File: src/logic/sdgp_pkg.sv
// Purpose: shared constants for the sensor drive general-purpose port
// Assumes: 50 MHz clock, byte-addressed register bank on a 32-bit bus
// Notes:   offsets are byte addresses, one aligned word per register

`default_nettype none

package sdgp_pkg;

    // ------------------------------------------------------------
    // widths
    // ------------------------------------------------------------
    localparam int unsigned PIN_COUNT = 2;
    localparam int unsigned ADDR_W = 4;
    localparam int unsigned DATA_W = 32;
    localparam int unsigned BE_W = 4;
    localparam int unsigned REG_W = 8;

    // ------------------------------------------------------------
    // register offsets (byte addresses)
    // ------------------------------------------------------------
    localparam logic [3:0] PORT_OUTPUT_CONTROL_OFS = 4'h0;
    localparam logic [3:0] PORT_INPUT_VALUE_OFS = 4'h4;
    localparam logic [3:0] CHIP_MODE_CONTROL_OFS = 4'h8;

    // ------------------------------------------------------------
    // field positions
    // ------------------------------------------------------------
    localparam int unsigned OUT_DATA_LSB = 0;
    localparam int unsigned OUT_DIR_LSB = 4;
    localparam int unsigned IN_VALUE_LSB = 0;
    localparam int unsigned REF_OUT_PIN_ZERO_BIT = 0;
    localparam int unsigned REF_IN_PIN_ONE_BIT = 1;

    // ------------------------------------------------------------
    // reset values
    // ------------------------------------------------------------
    localparam logic [1:0] OUT_DATA_RST = 2'h0;
    localparam logic [1:0] OUT_DIR_RST = 2'h3;
    localparam logic [1:0] MODE_RST = 2'h0;
    localparam logic [31:0] READ_ZERO = 32'h0000_0000;

    // ------------------------------------------------------------
    // bus handshake states
    // ------------------------------------------------------------
    typedef enum logic [0:0]
    {
        BUS_IDLE = 1'b0,
        BUS_ACK = 1'b1
    } sdgp_bus_state_t;

endpackage : sdgp_pkg

`default_nettype wire

File: src/logic/sdgp_sync2.sv
// Purpose: two-stage synchroniser for the port pin inputs
// Assumes: pins are asynchronous to clk
// Notes:   first stage is read only by the second stage

`timescale 1ns/1ps
`default_nettype none

module sdgp_sync2
(
    input wire logic clk,
    input wire logic rst_n,
    input wire logic [1:0] async_in,
    output logic [1:0] sync_out
);

    logic [1:0] meta_r;
    logic [1:0] stable_r;

    // ------------------------------------------------------------
    // two flops, no logic between them
    // ------------------------------------------------------------
    always_ff @(posedge clk or negedge rst_n)
    begin
        if (!rst_n)
        begin
            meta_r <= 2'h0;
            stable_r <= 2'h0;
        end
        else
        begin
            meta_r <= async_in;
            stable_r <= meta_r;
        end
    end

    assign sync_out = stable_r;

endmodule : sdgp_sync2

`default_nettype wire

File: src/logic/sdgp_port.sv
// Purpose: two-pin general-purpose port with direction, drive and readback
// Assumes: Avalon-MM slave with waitrequest, 50 MHz clk, async active-low reset
// Notes:   pin controls are registered, so they follow a register write by one clock
//
// The Avalon-MM register port and the placing of the registers are this design's own decisions.

`timescale 1ns/1ps
`default_nettype none

// Notes on behaviour
// - each pin has its own direction bit in the output control register
// - direction bit one enables both receiver and driver of the pin
// - direction bit zero makes the pin input only, driver off
// - reset loads every direction bit with one
// - input register shows raw pin levels, no debounce or filter
// - receiver stays active while driving, readback shows true pin level
// - pin drives its output data bit only while direction bit is one
// - reset clears output data bits to zero
// - reference mode bits bypass digital function of pin zero or pin one
module sdgp_port
(
    input wire logic clk,
    input wire logic rst_n,
    input wire logic [3:0] address,
    input wire logic read,
    input wire logic write,
    input wire logic [31:0] writedata,
    input wire logic [3:0] byteenable,
    output logic [31:0] readdata,
    output logic waitrequest,
    input wire logic [1:0] port_pin_in,
    output logic [1:0] port_pin_out,
    output logic [1:0] port_pin_oe,
    output logic ref_out_on_pin_zero,
    output logic ref_in_on_pin_one
);

    // ------------------------------------------------------------
    // functions
    // ------------------------------------------------------------
    // drive enable per pin: direction set and not handed to analog use
    function automatic logic [1:0] pin_enable
    (
        input logic [1:0] dir,
        input logic [1:0] bypass
    );
        pin_enable = dir & ~bypass;
    endfunction : pin_enable

    // byte address match for a register, only lane 0 holds data
    function automatic logic hit
    (
        input logic [3:0] addr,
        input logic [3:0] ofs
    );
        hit = (addr == ofs);
    endfunction : hit

    // ------------------------------------------------------------
    // declarations
    // ------------------------------------------------------------
    sdgp_pkg::sdgp_bus_state_t bus_state_r;
    sdgp_pkg::sdgp_bus_state_t bus_state_nxt;

    logic [1:0] out_data_r;
    logic [1:0] out_data_nxt;
    logic [1:0] out_dir_r;
    logic [1:0] out_dir_nxt;
    logic [1:0] mode_r;
    logic [1:0] mode_nxt;
    logic [1:0] in_value_r;
    logic [1:0] pin_sync;
    logic [1:0] bypass;
    logic [1:0] drive_en;
    logic [1:0] pin_out_nxt;
    logic [31:0] readdata_r;
    logic [31:0] readdata_nxt;
    logic [31:0] rd_word;
    logic waitrequest_r;
    logic [1:0] pin_out_r;
    logic [1:0] pin_oe_r;
    logic ref_out_r;
    logic ref_in_r;

    // decode is combinational; only the commit cycle may write a control register
    wire req = read | write;
    wire commit = (bus_state_r == sdgp_pkg::BUS_ACK);
    wire wr_commit = commit & write & byteenable[0];
    wire sel_out = hit(address, sdgp_pkg::PORT_OUTPUT_CONTROL_OFS);
    wire sel_in = hit(address, sdgp_pkg::PORT_INPUT_VALUE_OFS);
    wire sel_mode = hit(address, sdgp_pkg::CHIP_MODE_CONTROL_OFS);
    wire wr_out = wr_commit & sel_out;
    wire wr_mode = wr_commit & sel_mode;

    // ------------------------------------------------------------
    // pin input synchroniser
    // ------------------------------------------------------------
    // pins are asynchronous to clk, so nothing but the first flop sees them raw
    sdgp_sync2 u_sync
    (
        .clk(clk),
        .rst_n(rst_n),
        .async_in(port_pin_in),
        .sync_out(pin_sync)
    );

    // ------------------------------------------------------------
    // bus handshake
    // ------------------------------------------------------------
    // every access takes exactly one wait cycle, then one answer cycle
    always_comb
    begin
        bus_state_nxt = bus_state_r;
        case (bus_state_r)
            sdgp_pkg::BUS_IDLE:
            begin
                if (req)
                begin
                    bus_state_nxt = sdgp_pkg::BUS_ACK;
                end
            end
            sdgp_pkg::BUS_ACK:
            begin
                bus_state_nxt = sdgp_pkg::BUS_IDLE;
            end
            default:
            begin
                bus_state_nxt = sdgp_pkg::BUS_IDLE;
            end
        endcase
    end

    always_ff @(posedge clk or negedge rst_n)
    begin
        if (!rst_n)
        begin
            bus_state_r <= sdgp_pkg::BUS_IDLE;
        end
        else
        begin
            bus_state_r <= bus_state_nxt;
        end
    end

    // built from the next state, so waitrequest drops in the answer cycle itself
    always_ff @(posedge clk or negedge rst_n)
    begin
        if (!rst_n)
        begin
            waitrequest_r <= 1'b1;
        end
        else
        begin
            waitrequest_r <= ~(bus_state_nxt == sdgp_pkg::BUS_ACK);
        end
    end

    // ------------------------------------------------------------
    // read path
    // ------------------------------------------------------------
    // unmapped offsets read as zero and still get an answer
    assign rd_word = sel_out ?
        {24'h00_0000, 2'h0, out_dir_r, 2'h0, out_data_r} :
        sel_in ? {30'h0000_0000, in_value_r} :
        sel_mode ? {30'h0000_0000, mode_r} :
        sdgp_pkg::READ_ZERO;

    // a read is captured when taken, one cycle ahead of its answer
    assign readdata_nxt = (bus_state_r == sdgp_pkg::BUS_IDLE && read) ?
        rd_word : readdata_r;

    // ------------------------------------------------------------
    // register writes
    // ------------------------------------------------------------
    assign out_data_nxt = wr_out ?
        writedata[sdgp_pkg::OUT_DATA_LSB +: 2] : out_data_r;
    assign out_dir_nxt = wr_out ?
        writedata[sdgp_pkg::OUT_DIR_LSB +: 2] : out_dir_r;
    assign mode_nxt = wr_mode ?
        {writedata[sdgp_pkg::REF_IN_PIN_ONE_BIT],
         writedata[sdgp_pkg::REF_OUT_PIN_ZERO_BIT]} : mode_r;

    // lane 0 carries every field, so a write without it changes nothing
    always_ff @(posedge clk or negedge rst_n)
    begin
        if (!rst_n)
        begin
            out_data_r <= sdgp_pkg::OUT_DATA_RST;
        end
        else
        begin
            out_data_r <= out_data_nxt;
        end
    end

    always_ff @(posedge clk or negedge rst_n)
    begin
        if (!rst_n)
        begin
            out_dir_r <= sdgp_pkg::OUT_DIR_RST;
        end
        else
        begin
            out_dir_r <= out_dir_nxt;
        end
    end

    always_ff @(posedge clk or negedge rst_n)
    begin
        if (!rst_n)
        begin
            mode_r <= sdgp_pkg::MODE_RST;
        end
        else
        begin
            mode_r <= mode_nxt;
        end
    end

    // read data is held until the next read is taken
    always_ff @(posedge clk or negedge rst_n)
    begin
        if (!rst_n)
        begin
            readdata_r <= sdgp_pkg::READ_ZERO;
        end
        else
        begin
            readdata_r <= readdata_nxt;
        end
    end

    // ------------------------------------------------------------
    // pin control
    // ------------------------------------------------------------
    // bypassed pins are left to the analog path: no drive, reads as zero
    assign bypass = {mode_r[sdgp_pkg::REF_IN_PIN_ONE_BIT],
                     mode_r[sdgp_pkg::REF_OUT_PIN_ZERO_BIT]};
    assign drive_en = pin_enable(out_dir_r, bypass);
    assign pin_out_nxt = out_data_r & drive_en;

    always_ff @(posedge clk or negedge rst_n)
    begin
        if (!rst_n)
        begin
            pin_out_r <= 2'h0;
        end
        else
        begin
            pin_out_r <= pin_out_nxt;
        end
    end

    // driver off during reset; directions take effect one clock after release
    always_ff @(posedge clk or negedge rst_n)
    begin
        if (!rst_n)
        begin
            pin_oe_r <= 2'h0;
        end
        else
        begin
            pin_oe_r <= drive_en;
        end
    end

    always_ff @(posedge clk or negedge rst_n)
    begin
        if (!rst_n)
        begin
            ref_out_r <= 1'b0;
            ref_in_r <= 1'b0;
        end
        else
        begin
            ref_out_r <= bypass[0];
            ref_in_r <= bypass[1];
        end
    end

    // no filter on purpose: noise on a pin shows up in the readback
    always_ff @(posedge clk or negedge rst_n)
    begin
        if (!rst_n)
        begin
            in_value_r <= 2'h0;
        end
        else
        begin
            // receiver sampled regardless of drive, so readback is the true level
            in_value_r <= pin_sync & ~bypass;
        end
    end

    // ------------------------------------------------------------
    // outputs
    // ------------------------------------------------------------
    assign readdata = readdata_r;
    assign waitrequest = waitrequest_r;
    assign port_pin_out = pin_out_r;
    assign port_pin_oe = pin_oe_r;
    assign ref_out_on_pin_zero = ref_out_r;
    assign ref_in_on_pin_one = ref_in_r;

endmodule : sdgp_port

`default_nettype wire

File: config.mk
export PLATFORM = sky130hd
export DESIGN_NAME = sdgp_port
export DESIGN_NICKNAME = d
export VERILOG_FILES = /design/src/logic/sdgp_pkg.sv /design/src/logic/sdgp_sync2.sv /design/src/logic/sdgp_port.sv
export SDC_FILE = /design/constraint.sdc
export NUM_CORES = 1
export LEC_CHECK = 0
export ABC_AREA = 1
export BUFFER_PORTS_ARGS = -buffer_cell sky130_fd_sc_hd__buf_2
export CORE_UTILIZATION = 35
export CTS_CLUSTER_SIZE = 20
export DETAILED_ROUTE_END_ITERATION = 6
export PLACE_DENSITY_LB_ADDON = 0.1
export SYNTH_ARGS = -nofsm -noshare
export SYNTH_HDL_FRONTEND = slang
export SYNTH_SLANG_ARGS = --single-unit
File: constraint.sdc
create_clock -name clk -period 0.98 [get_ports clk]
set_clock_uncertainty 0.1 [all_clocks]
set_input_delay 0 -clock clk [delete_from_list [all_inputs] [get_ports clk]]
set_output_delay 0 -clock clk [all_outputs]
set_load 0.02 [all_outputs]
# Word-level counts from Yosys, hierarchy flattened
# Cells that the tools add are included.
# W data, S select, Z words.
[word_totals] register_bits=52 wordCells=33 out_inout_bits=39 inputBits=46
[classes] n_eq_ne=2 bitwise_logic=11 n_mux=5 reduce_logical=2
[op_table] operator="$and A2 B2 Y2" n=3
[op_table] operator="$mux W6" n=1
[op_table] operator="$and A1 B1 Y1" n=4
[op_table] operator="$eq A4 B3 Y1 const B" n=1
[op_table] operator="$eq A4 B4 Y1 const B" n=1
[op_table] operator="$logic_not A4 Y1" n=1
[op_table] operator="$mux W2" n=2
[op_table] operator="$not A1 Y1" n=2
[op_table] operator="$not A2 Y2" n=1
[op_table] operator="$pmux W1 S2" n=1
[op_table] operator="$logic_and A1 B1 Y1" n=1
[op_table] operator="$mux W1" n=1
[op_table] operator="$or A1 B1 Y1" n=1

# Depth between registers and ports, before layout
# Gate-level depths: netlist of run 1.
[depth] ltp_word=4 ltp_mapped=6 mapped_depth_nobuf=6

# Hierarchy
# A second synthesis of run 1 with hierarchy kept.
[unflattened] cells_unflattened=120 hier_area_um2=1129.8
[by_module_without_submodules] module="sdgp_port" seq_area_each_um2=504.2 cells_per_inst=116 area_per_inst_um2=1029.7 n_inst=1
[by_module_without_submodules] module="sdgp_sync2" seq_area_each_um2=100.1 cells_per_inst=4 area_per_inst_um2=100.1 n_inst=1

# Least setup slack after synthesis of run 1
# Ideal clock, no wire load.
[synth_path] path_type="register to register" from="register bus_state_r" to="register readdata_r[4] (netlist: readdata[4])" path_buffers=0 synth_period_minus_slack_ns=1.032 t_arrival_ns=0.806 setup_ns=0.126 setup_slack_ns=-0.052 t_required_ns=0.754 path_stages_with_launch=5 cell_sequence="dfrtp_1 -> nor2_1 -> inv_1 -> nand2_1 -> o21ai_0"
[synth_via] elab_chain_cells=2
[synth_lines] item="start, declared" line_no="sdgp_port.sv:62" text="sdgp_pkg::sdgp_bus_state_t bus_state_r;"
[synth_lines] item="start signal, assigned" line_no="sdgp_port.sv:137" text="bus_state_r <= sdgp_pkg::BUS_IDLE;"
[synth_lines] item="start signal, assigned" line_no="sdgp_port.sv:141" text="bus_state_r <= bus_state_nxt;"
[synth_lines] item="$not A1 Y1" line_no="sdgp_port.sv:169" text="assign readdata_nxt = (bus_state_r == sdgp_pkg::BUS_IDLE && read) ?"
[synth_lines] item="$logic_and A1 B1 Y1" line_no="sdgp_port.sv:169"
[synth_lines] item="end signal, assigned" line_no="sdgp_port.sv:225" text="readdata_r <= sdgp_pkg::READ_ZERO;"
[synth_lines] item="end signal, assigned" line_no="sdgp_port.sv:229" text="readdata_r <= readdata_nxt;"
[synth_lines] item="end, declared" line_no="sdgp_port.sv:76" text="logic [31:0] readdata_r;"
# No other way between the ends.
# A chain may end at the register's enable or synchronous reset.

# Final worst setup path of run 1
[layout_path] from="register waitrequest_r (netlist: waitrequest)" to="output port waitrequest"
[layout_rtl] item="start, declared" line_no="sdgp_port.sv:79" text="logic waitrequest_r;"
[layout_rtl] item="start signal, assigned" line_no="sdgp_port.sv:154" text="waitrequest_r <= ~(bus_state_nxt == sdgp_pkg::BUS_ACK);"
[layout_rtl] item="end, declared" line_no="sdgp_port.sv:30" text="output logic waitrequest,"
# No word-level cell between the ends.

==> impl_metrics.py, run 1 <==
metrics = {
    "outcome": {
        "status": "finished, violations left",
        "failed_checks": "negative hold slack, negative setup slack",
    },
    "worst_setup_path": {
        "r2r_end": "out_data_r[0]",
        "startpoint_type": "flop",
        "r2r_start": "bus_state_r",
        "cp-endpoint": "waitrequest",
        "reg2reg_slack_ns": -0.04,
        "crit_path_max_fanout": 1,
        "slowest_stage": "dfstp_2",
        "cp_top_family": "flip-flops",
        "crit_cells": 1,
        "cp-startpoint": "waitrequest",
        "critPathBufInv": 1,
        "end_kind": "output port",
        "critPathArrivalTime_ns": 0.97,
        "cp.required_ns": 0.88,
        "reg2regPathDepth": 4,
        "slowest_delay_ns": 0.55,
        "path_cells": "buf_6",
        "criticalPathCategory": "reg -> out",
    },
    "power_and_ir_drop": {
        "clock_power_share_pct": 21.3,
        "p_int_uw": 1630,
        "ir_drop_v": 0.000619,
        "sw_frac_of_total_pct": 31.3,
        "power_frac_seq_pct": 50.9,
        "cellPowerDensity_nw_per_um2": 1590,
        "netSwitchingPower_uw": 745,
        "p_leak_uw": 0.000789,
        "combPwrFrac_pct": 27.8,
    },
    "yosys": {
        "yosys_warnings": 0,
        "synth_cell_types": 15,
        "synth_common_cells": "buf_4 (28), dfrtp_1 (21), nand2_1 (18)",
        "ys_seq_area_share_pct": 53.3,
        "synth_area_um2": 1130,
        "synth.top_cell.area_share_pct": 46.4,
        "netlist.top_cell.by_area": "dfrtp_1",
        "synth_area_leaders": "dfrtp_1 (46%), buf_4 (19%), dfstp_2 (7.0%)",
        "synthFlopType": "dfrtp_1",
        "synthMostInstantiatedCell": "buf_4",
        "avgSynthCellArea_um2": 9.77,
        "synth_async_sr_flop_share_pct": 100,
        "netlist_instances": 116,
        "synth_enable_flop_cells": 0,
        "ys_ff_latch": 24,
    },
    "timing": {
        "period_needed_ns": 1.07,
        "setup_tns_ns": -0.241,
        "hold_ws_ns": -0.0530,
        "finalSetupViolCount": 8,
        "fmax_ghz": 0.935,
        "period_share_pct": 109,
        "maxSlewViolCount": 0,
        "hold_violations": 2,
        "max-slew-margin-rel_pct": 64.8,
        "rsz0062_at_grt": "true",
        "tightest_slew_ns": 0.528,
        "setup_slack_ns": -0.0891,
    },
    "detailed_routing": {
        "wirelength_um": 1980,
        "first_pass_iters": 4,
        "post_drt_via_cell_ratio": 3.81,
        "drc_errors": 0,
        "ant_nets": 0,
        "vias": 782,
        "drt_iter0_drc": 27,
        "routedWlPerCell_um": 9.66,
    },
    "finish": {
        "final_core_util_pct": 48.9,
        "diodes": 0,
        "seqCellArea_um2": 606,
        "multi_input_area_um2": 417,
        "n_fill_cell": 298,
        "num-nets-final": 208,
        "drive_gt1_share_pct": 33.5,
        "area_growth_syn_to_layout_pct": 31.8,
    },
    "hold_path": {
        "hp-class": "in -> reg",
    },
    "place": {
        "post-dp-hpwl_um": 1410,
        "io_buffers": 25,
        "gp_congestion": 0.761,
    },
    "die": {
        "die-area_um2": 3470,
        "pin_count": 85,
        "die-height_um": 58.9,
        "coreArea_um2": 3050,
        "die_x_um": 58.9,
        "fp-row-count": 20,
        "floorplan.initialDensity_pct": 37.1,
    },
    "global_route": {
        "track_usage_pct": 12.8,
        "grt_max_degree": 25,
        "grt_pass1_wl_um": 3220,
        "antenna_found_initial": 0,
        "globalRouteOverflowTotal": 0,
        "grt_pass1_vias": 708,
    },
    "clocking": {
        "htree_levels": 1,
        "worstSkewPairLatency_ns": 0.31,
        "tritoncts": "yes",
        "root_buffer": "clkbuf_4",
        "ctsHoldBuffers": 10,
        "cts.sinks": 24,
        "cts_buffers": 3,
        "cts_buffer_depth": 2,
        "path_clk_slew_ns": 0.13,
    },
    "job": {
        "drv_cap": 0,
    },
}
==> area by class of cell <==
class / instances / area share (%)
multi-input combinational: 78 / 27.9
tap: 44 / 3.69
inverter: 13 / 3.27
clock buffer: 4 / 2.43
sequential: 24 / 40.5
timing repair buffer: 42 / 22.2
==> layer usage <==
layer | vias up | share of wire [%] | GRT usage, %
met3 | 4 | 4.3 | 1.32
met2 | 32 | 49 | 20.6
met1 | 352 | 44 | 16.4
met4 | 0 | 2.4 | 8.16
li1 | 394 | - | -
met5 | - | 0 | 0
==> flip-flops by register name, summed over array words and instances, names as in the netlist <==
name and cells:
bypass 2, port_pin_out 2, readdata 4, ref_out_on_pin_zero 1, waitrequest 1, bus_state_r 1
out_dir_r 2, in_value_r 2, port_pin_oe 2, u_sync.sync_out 2, u_sync.meta_r 2, out_data_r 2
ref_in_on_pin_one 1
==> logic make-up after synthesis <==
| logic type | synth area share [%] |
|---|---|
| and+or+nand+nor | 20.0 |
| DFF | 53.3 |
| buffers and inverters | 22.8 |
| AOI/OAI and AO/OA | 3.53 |
| other | 0.331 |
==> cell usage in the layout (no fill, tap or decap), types with 3 or more instances in the layout <==
cell           count
conb_1            28
dfstp_2            3
dlygate4sd3_1     10
clkbuf_4           3
o21ai_1            8
nand2_1           16
dfrtp_1           20
nor2_1             6
nand3_1            5
inv_1             11
buf_6              9
buf_2             17
buf_4              6
==> worst min-delay path by stage <==
stage,startpoint,endpoint,slack (ns),cells past startpoint
after global placement,rst_n,port_pin_oe[1],-0.09,1
after global routing,address[0],readdata[5],-0.06,4
after floorplan,rst_n,bus_state_r,-0.40,0
after CTS,address[0],readdata[5],-0.06,4
final,address[0],readdata[5],-0.05,4
after detailed placement,rst_n,port_pin_oe[1],-0.08,1
==> power by group through the flow <==
stage               clock network, µW  logic (µW)  registers, µW
floorplan                           0         316           1310
global placement                    0         528           1210
detailed placement                  0         532           1210
CTS                               533         609           1200
global route                      575         726           1230
finish                            507         661           1210
==> stage by stage <==
step                area, µm²  instances  power, µW  hold slack, ns  setup slack [ns]
global placement         1230        187       1740         -0.0917            -0.125
detailed placement       1230        187       1750         -0.0844            -0.161
finish                   1490        205       2380         -0.0530           -0.0891
global route             1490        205       2530         -0.0571            -0.134
CTS                      1440        203       2350         -0.0621            -0.106
floorplan                1230        143       1630          -0.396           -0.0516
==> worst min-delay path, stage by stage <==
cell and delay, ns:
buf_2 0.13, nor2_8 0.05, nand3_4 0.09, o21ai_1 0.06
==> repair_timing <==
action	4_1_cts	5_1_grt
pin swaps	8	1
gates resized for setup	23	15
endpoints found under the hold margin	38	2
endpoints found under the setup margin	15	20
buffers inserted	2	2
No activity file was read; power rests on OpenSTA's default activity.
==> inputs of run 2 (changes only) <==
--- a/config.mk
+++ b/config.mk
@@ -13,2 +13,3 @@
 export PLACE_DENSITY_LB_ADDON = 0.1
+export SLEW_MARGIN = 20
 export SYNTH_ARGS = -nofsm -noshare
==> constraint.sdc (replaced) <==
create_clock -name clk -period 0.98 [get_ports clk]
set_clock_uncertainty 0.1 [all_clocks]
set_input_delay 0.098 -clock clk [delete_from_list [all_inputs] [get_ports clk]]
set_output_delay 0.098 -clock clk [all_outputs]
set_load 0.02 [all_outputs]
==> run 2 against run 1 <==
  * The flow finishes with violations (negative setup slack)
  * Final cell count rose by 0.49%
  * Clock power is essentially flat
  * First-iteration DRC count fell by 22%
  * Critical endpoint unchanged
  * Count of clock-buffer cells in the layout unchanged
  * Register-to-register slack got worse by 0.03 ns
  * Sequential share of layout area shrank 0.99 points
  * Sequential power about the same
  * Combinational power grew 6.5%
  * Non-clock buffer count is 1 higher
  * Fmax decreased by 8.2%
  * Die area unchanged
==> impl_metrics.py, run 2 (synthesis gave the netlist of run 1 again) <==
metrics = {
    "outcome": {
        "status": "finished, violations left",
        "failed_checks": "negative setup slack",
    },
    "power_and_ir_drop": {
        "p_leak_uw": 0.000806,
        "ir_drop_v": 0.000637,
        "netSwitchingPower_uw": 759,
        "total_power_uw": 2430,
        "p_int_uw": 1680,
        "combPwrFrac_pct": 28.9,
        "sw_frac_of_total_pct": 31.2,
        "cellPowerDensity_nw_per_um2": 1590,
        "clock_power_share_pct": 20.9,
        "power_frac_seq_pct": 50.2,
    },
    "finish": {
        "postLayoutCellArea_um2": 1530,
        "final_common_cell": "conb_1",
        "largest_reg_flops": 4,
        "diodes": 0,
        "area_growth_syn_to_layout_pct": 35.1,
        "layout_common_cells": "conb_1 (28), dfrtp_1 (20), nand2_1 (17), buf_2 (14), buf_6 (12)",
        "num-nets-final": 209,
        "drive_gt1_share_pct": 35.2,
    },
    "worst_setup_path": {
        "cp_top_family": "flip-flops",
        "critPathArrivalTime_ns": 0.97,
        "reg2regPathDepth": 4,
        "critPathBufInv": 1,
        "r2r_start": "bus_state_r",
        "criticalPathCategory": "reg -> out",
        "crit_path_max_fanout": 1,
        "r2r_end": "out_data_r[0]",
        "end_kind": "output port",
        "reg2reg_slack_ns": -0.07,
        "path_cells": "buf_6",
        "slowest_stage": "dfstp_2",
        "startpoint_type": "flop",
        "slowest_delay_ns": 0.55,
        "cp.required_ns": 0.78,
    },
    "hold_path": {
        "hold_path_end": "out_dir_r[1]",
        "hold_path_depth": 5,
        "hold_start": "write",
        "hp-class": "in -> reg",
    },
    "clocking": {
        "worstSkewPairLatency_ns": 0.31,
        "htree_levels": 1,
        "tritoncts": "yes",
        "path_clk_slew_ns": 0.13,
        "cts_buffer_depth": 2,
        "cts.sinks": 24,
        "cts_buffers": 3,
        "root_buffer": "clkbuf_4",
    },
    "timing": {
        "fmax_ghz": 0.858,
        "period_share_pct": 119,
        "hold_ws_ns": 0.0472,
        "period_needed_ns": 1.17,
        "maxSlewViolCount": 0,
        "finalSetupViolCount": 21,
        "setup_slack_ns": -0.185,
        "rsz0062_at_grt": "true",
        "hold_violations": 0,
        "setup_tns_ns": -1.10,
    },
    "global_route": {
        "grt_pass1_vias": 731,
        "antenna_found_initial": 0,
        "grt_pass1_wl_um": 3240,
        "track_usage_pct": 13.0,
        "grt_max_degree": 25,
        "globalRouteOverflowTotal": 0,
    },
    "detailed_routing": {
        "first_pass_iters": 4,
        "wirelength_um": 2020,
        "drt_iter0_drc": 21,
        "drc_errors": 0,
        "vias": 803,
        "ant_nets": 0,
        "routedWlPerCell_um": 9.78,
        "post_drt_via_cell_ratio": 3.90,
    },
    "die": {
        "die_x_um": 58.9,
        "die-height_um": 58.9,
        "coreArea_um2": 3050,
        "floorplan.initialDensity_pct": 37.1,
        "die-area_um2": 3470,
        "fp-row-count": 20,
        "pin_count": 85,
    },
    "place": {
        "post-dp-hpwl_um": 1440,
        "dpl_cell_area_um2": 1250,
        "gp_congestion": 0.771,
        "preCtsSetupSlack_ns": -0.163,
        "io_buffers": 25,
    },
    "job": {
        "drv_cap": 0,
    },
}
==> run 2: changes by cell type in the layout (fill, tap and decap cells not counted), sizes merged <==
cell / previous run / this run
buf: 32 / 35
dlygate4sd3: 10 / 8
==> run 2: power by group through the flow <==
stage | Combinational [µW] | Sequential [µW] | Clock [µW]
5_1_grt | 768 | 1240 | 583
2_1_floorplan | 316 | 1310 | 0
3_5_place_dp | 544 | 1220 | 0
4_1_cts | 691 | 1220 | 530
6_report | 704 | 1220 | 509
3_3_place_gp | 539 | 1210 | 0
==> run 2: metal layers <==
metal	routed length [µm]	track usage, %	part of all wire [%]
met5	0	0	0
met3	86	2.20	4.3
met1	888	16.0	44
met4	27	9.86	1.3
met2	1010	20.5	50
==> run 2: through the flow <==
step                std cells  util [%]
floorplan                 143         -
global placement          189      41.1
detailed placement        189      41.1
CTS                       205      49.5
global route              206      50.2
finish                    206      50.2
==> run 2: timing repair <==
item                       4_1_cts  5_1_grt
gates resized for setup         39        6
setup endpoints to repair       21       23
hold buffers                     8        0
hold endpoints to repair        33        0
pin swaps                        6        5
setup buffers                    4        1
==> run 2: worst max-delay path by stage <==
stage                              to  slack (ns)  cells after the start         from
after floorplan           readdata[4]       -0.05                      4  bus_state_r
after global placement    readdata[5]       -0.14                      4  bus_state_r
after detailed placement    bypass[1]       -0.16                      3  bus_state_r
after CTS                 waitrequest       -0.20                      1  waitrequest
after global routing      waitrequest       -0.23                      1  waitrequest
final                     waitrequest       -0.19                      1  waitrequest
==> run 2: final cells by class <==
type / count / area [µm²]
repair buffers: 43 / 365
clock buffers: 4 / 36.3
well taps: 44 / 55.1
fillers: 305 / 1520
flip-flops and latches: 24 / 606
inverters: 13 / 48.8
multi-input cells: 78 / 420
==> inputs of run 3 (changes only) <==
Settings changed: CORE_MARGIN set to 10, MAX_ROUTING_LAYER set to met4.
==> run 3 against run 2 <==
  * Combinational power rose by 9.5%
  * Count of clock-buffer cells in the layout fell by 1
  * Sequential share of layout area fell by 1.6 points
  * Non-clock buffer count rose by 4
  * Cell area rose by 4.3%
  * Die area rose by 70%
  * The flow still finishes with violations (negative setup slack)
  * Critical path depth did not move
  * Worst setup slack got worse by 0.0043 ns
  * Fmax fell by 0.37%
==> impl_metrics.py, run 3 (synthesis gave the netlist of run 1 again) <==
metrics = {
    "outcome": {
        "status": "finished, violations left",
        "failed_checks": "negative setup slack",
    },
    "worst_setup_path": {
        "critPathBufInv": 1,
        "cp-startpoint": "waitrequest",
        "end_kind": "output port",
        "startpoint_type": "flop",
        "crit_cells": 1,
        "slowest_delay_ns": 0.55,
        "cp.required_ns": 0.78,
        "r2r_end": "out_dir_r[0]",
        "slowest_stage": "dfstp_2",
        "criticalPathCategory": "reg -> out",
        "reg2regPathDepth": 4,
        "path_cells": "buf_6",
        "r2r_start": "bus_state_r",
        "cp_top_family": "flip-flops",
        "critPathArrivalTime_ns": 0.97,
        "reg2reg_slack_ns": -0.04,
        "crit_path_max_fanout": 1,
        "cp-endpoint": "waitrequest",
    },
    "global_route": {
        "globalRouteOverflowTotal": 0,
        "track_usage_pct": 8.66,
        "grt_pass1_vias": 898,
        "grt_pass1_wl_um": 4110,
        "antenna_found_initial": 0,
        "grt_max_degree": 15,
    },
    "detailed_routing": {
        "drt_iter0_drc": 31,
        "drc_errors": 0,
        "first_pass_iters": 4,
        "routedWlPerCell_um": 11.8,
        "vias": 827,
        "ant_nets": 0,
        "wirelength_um": 2480,
        "post_drt_via_cell_ratio": 3.94,
    },
    "timing": {
        "period_needed_ns": 1.17,
        "hold_ws_ns": 0.0429,
        "hold_violations": 0,
        "period_share_pct": 119,
        "maxSlewViolCount": 0,
        "finalSetupViolCount": 16,
        "rsz0062_at_grt": "true",
        "fmax_ghz": 0.855,
        "setup_slack_ns": -0.189,
    },
    "die": {
        "die-height_um": 76.9,
        "fp-row-count": 20,
        "pin_count": 85,
        "floorplan.initialDensity_pct": 36.8,
        "coreArea_um2": 3080,
        "die-area_um2": 5920,
        "die_x_um": 76.9,
    },
    "clocking": {
        "path_clk_slew_ns": 0.13,
        "worstSkewPairLatency_ns": 0.31,
        "tritoncts": "yes",
        "cts.sinks": 24,
        "cts_buffer_depth": 2,
        "root_buffer": "clkbuf_4",
        "htree_levels": 1,
        "cts_buffers": 3,
    },
    "finish": {
        "final_common_cell": "conb_1",
        "area_growth_syn_to_layout_pct": 40.9,
        "largest_reg_flops": 4,
        "drive_gt1_share_pct": 41.0,
        "final_core_util_pct": 51.9,
        "diodes": 0,
        "layout_common_cells": "conb_1 (28), dfrtp_1 (20), nand2_1 (15), buf_2 (14)",
        "num-nets-final": 213,
    },
    "power_and_ir_drop": {
        "sw_frac_of_total_pct": 29.9,
        "ir_drop_v": 0.000723,
        "netSwitchingPower_uw": 812,
        "p_int_uw": 1900,
        "p_leak_uw": 0.000836,
        "cellPowerDensity_nw_per_um2": 1700,
        "power_frac_seq_pct": 45.1,
        "clock_power_share_pct": 26.5,
        "combPwrFrac_pct": 28.4,
    },
    "job": {
        "drv_cap": 0,
    },
    "hold_path": {
        "hp-class": "in -> reg",
        "hold_path_depth": 5,
    },
    "place": {
        "io_buffers": 25,
        "gp_congestion": 0.717,
        "post-dp-hpwl_um": 1890,
        "preCtsSetupSlack_ns": -0.114,
    },
}
==> run 3: worst min-delay path by stage <==
stage               slack [ns]  startpoint               end
finish                    0.04       write      out_dir_r[1]
global placement         -0.11       rst_n  u_sync.meta_r[0]
CTS                       0.03       write       waitrequest
detailed placement       -0.11       rst_n  u_sync.meta_r[0]
floorplan                -0.30       rst_n       bus_state_r
global route              0.05       write      out_dir_r[1]
==> run 3: layout make-up <==
class	instances	area, µm²
fillers	305	1480
flip-flops and latches	24	606
multi-input cells	78	440
repair buffers	47	395
well taps	44	55.1
inverters	13	48.8
clock inverters	1	30.0
clock buffers	3	22.5
==> run 3: through the flow <==
stage                     total power [µW]  std cells  area [µm²]  setup TNS, ns
final                                 2720        210        1600          -1.03
after global routing                  2860        210        1600          -2.07
after CTS                             2650        205        1530          -1.61
after detailed placement              1770        190        1260         -0.989
after global placement                1760        190        1260         -0.851
after floorplan                       1630        143        1230         -0.361
==> run 3: power groups by stage <==
stage,Clock [µW],Sequential (µW),Combinational (µW)
floorplan,0,1310,316
global placement,0,1220,549
detailed placement,0,1220,550
CTS,744,1220,689
global route,777,1240,838
finish,720,1230,771
==> run 3: per-layer routing <==
metal	vias to the layer above	global-route usage (%)	routed length (µm)
met5	-	-	0
met4	0	4.46	34
met3	2	1.98	99
met2	27	13.7	1290
met1	390	9.99	1060
li1	408	-	-
==> run 3: what timing repair did <==
item | CTS | global route
hold endpoints to repair | 33 | 0
buffers inserted | 3 | 5
resized for setup | 35 | 17
hold buffers | 8 | 0
pin swaps | 6 | 8
setup endpoints to repair | 21 | 24
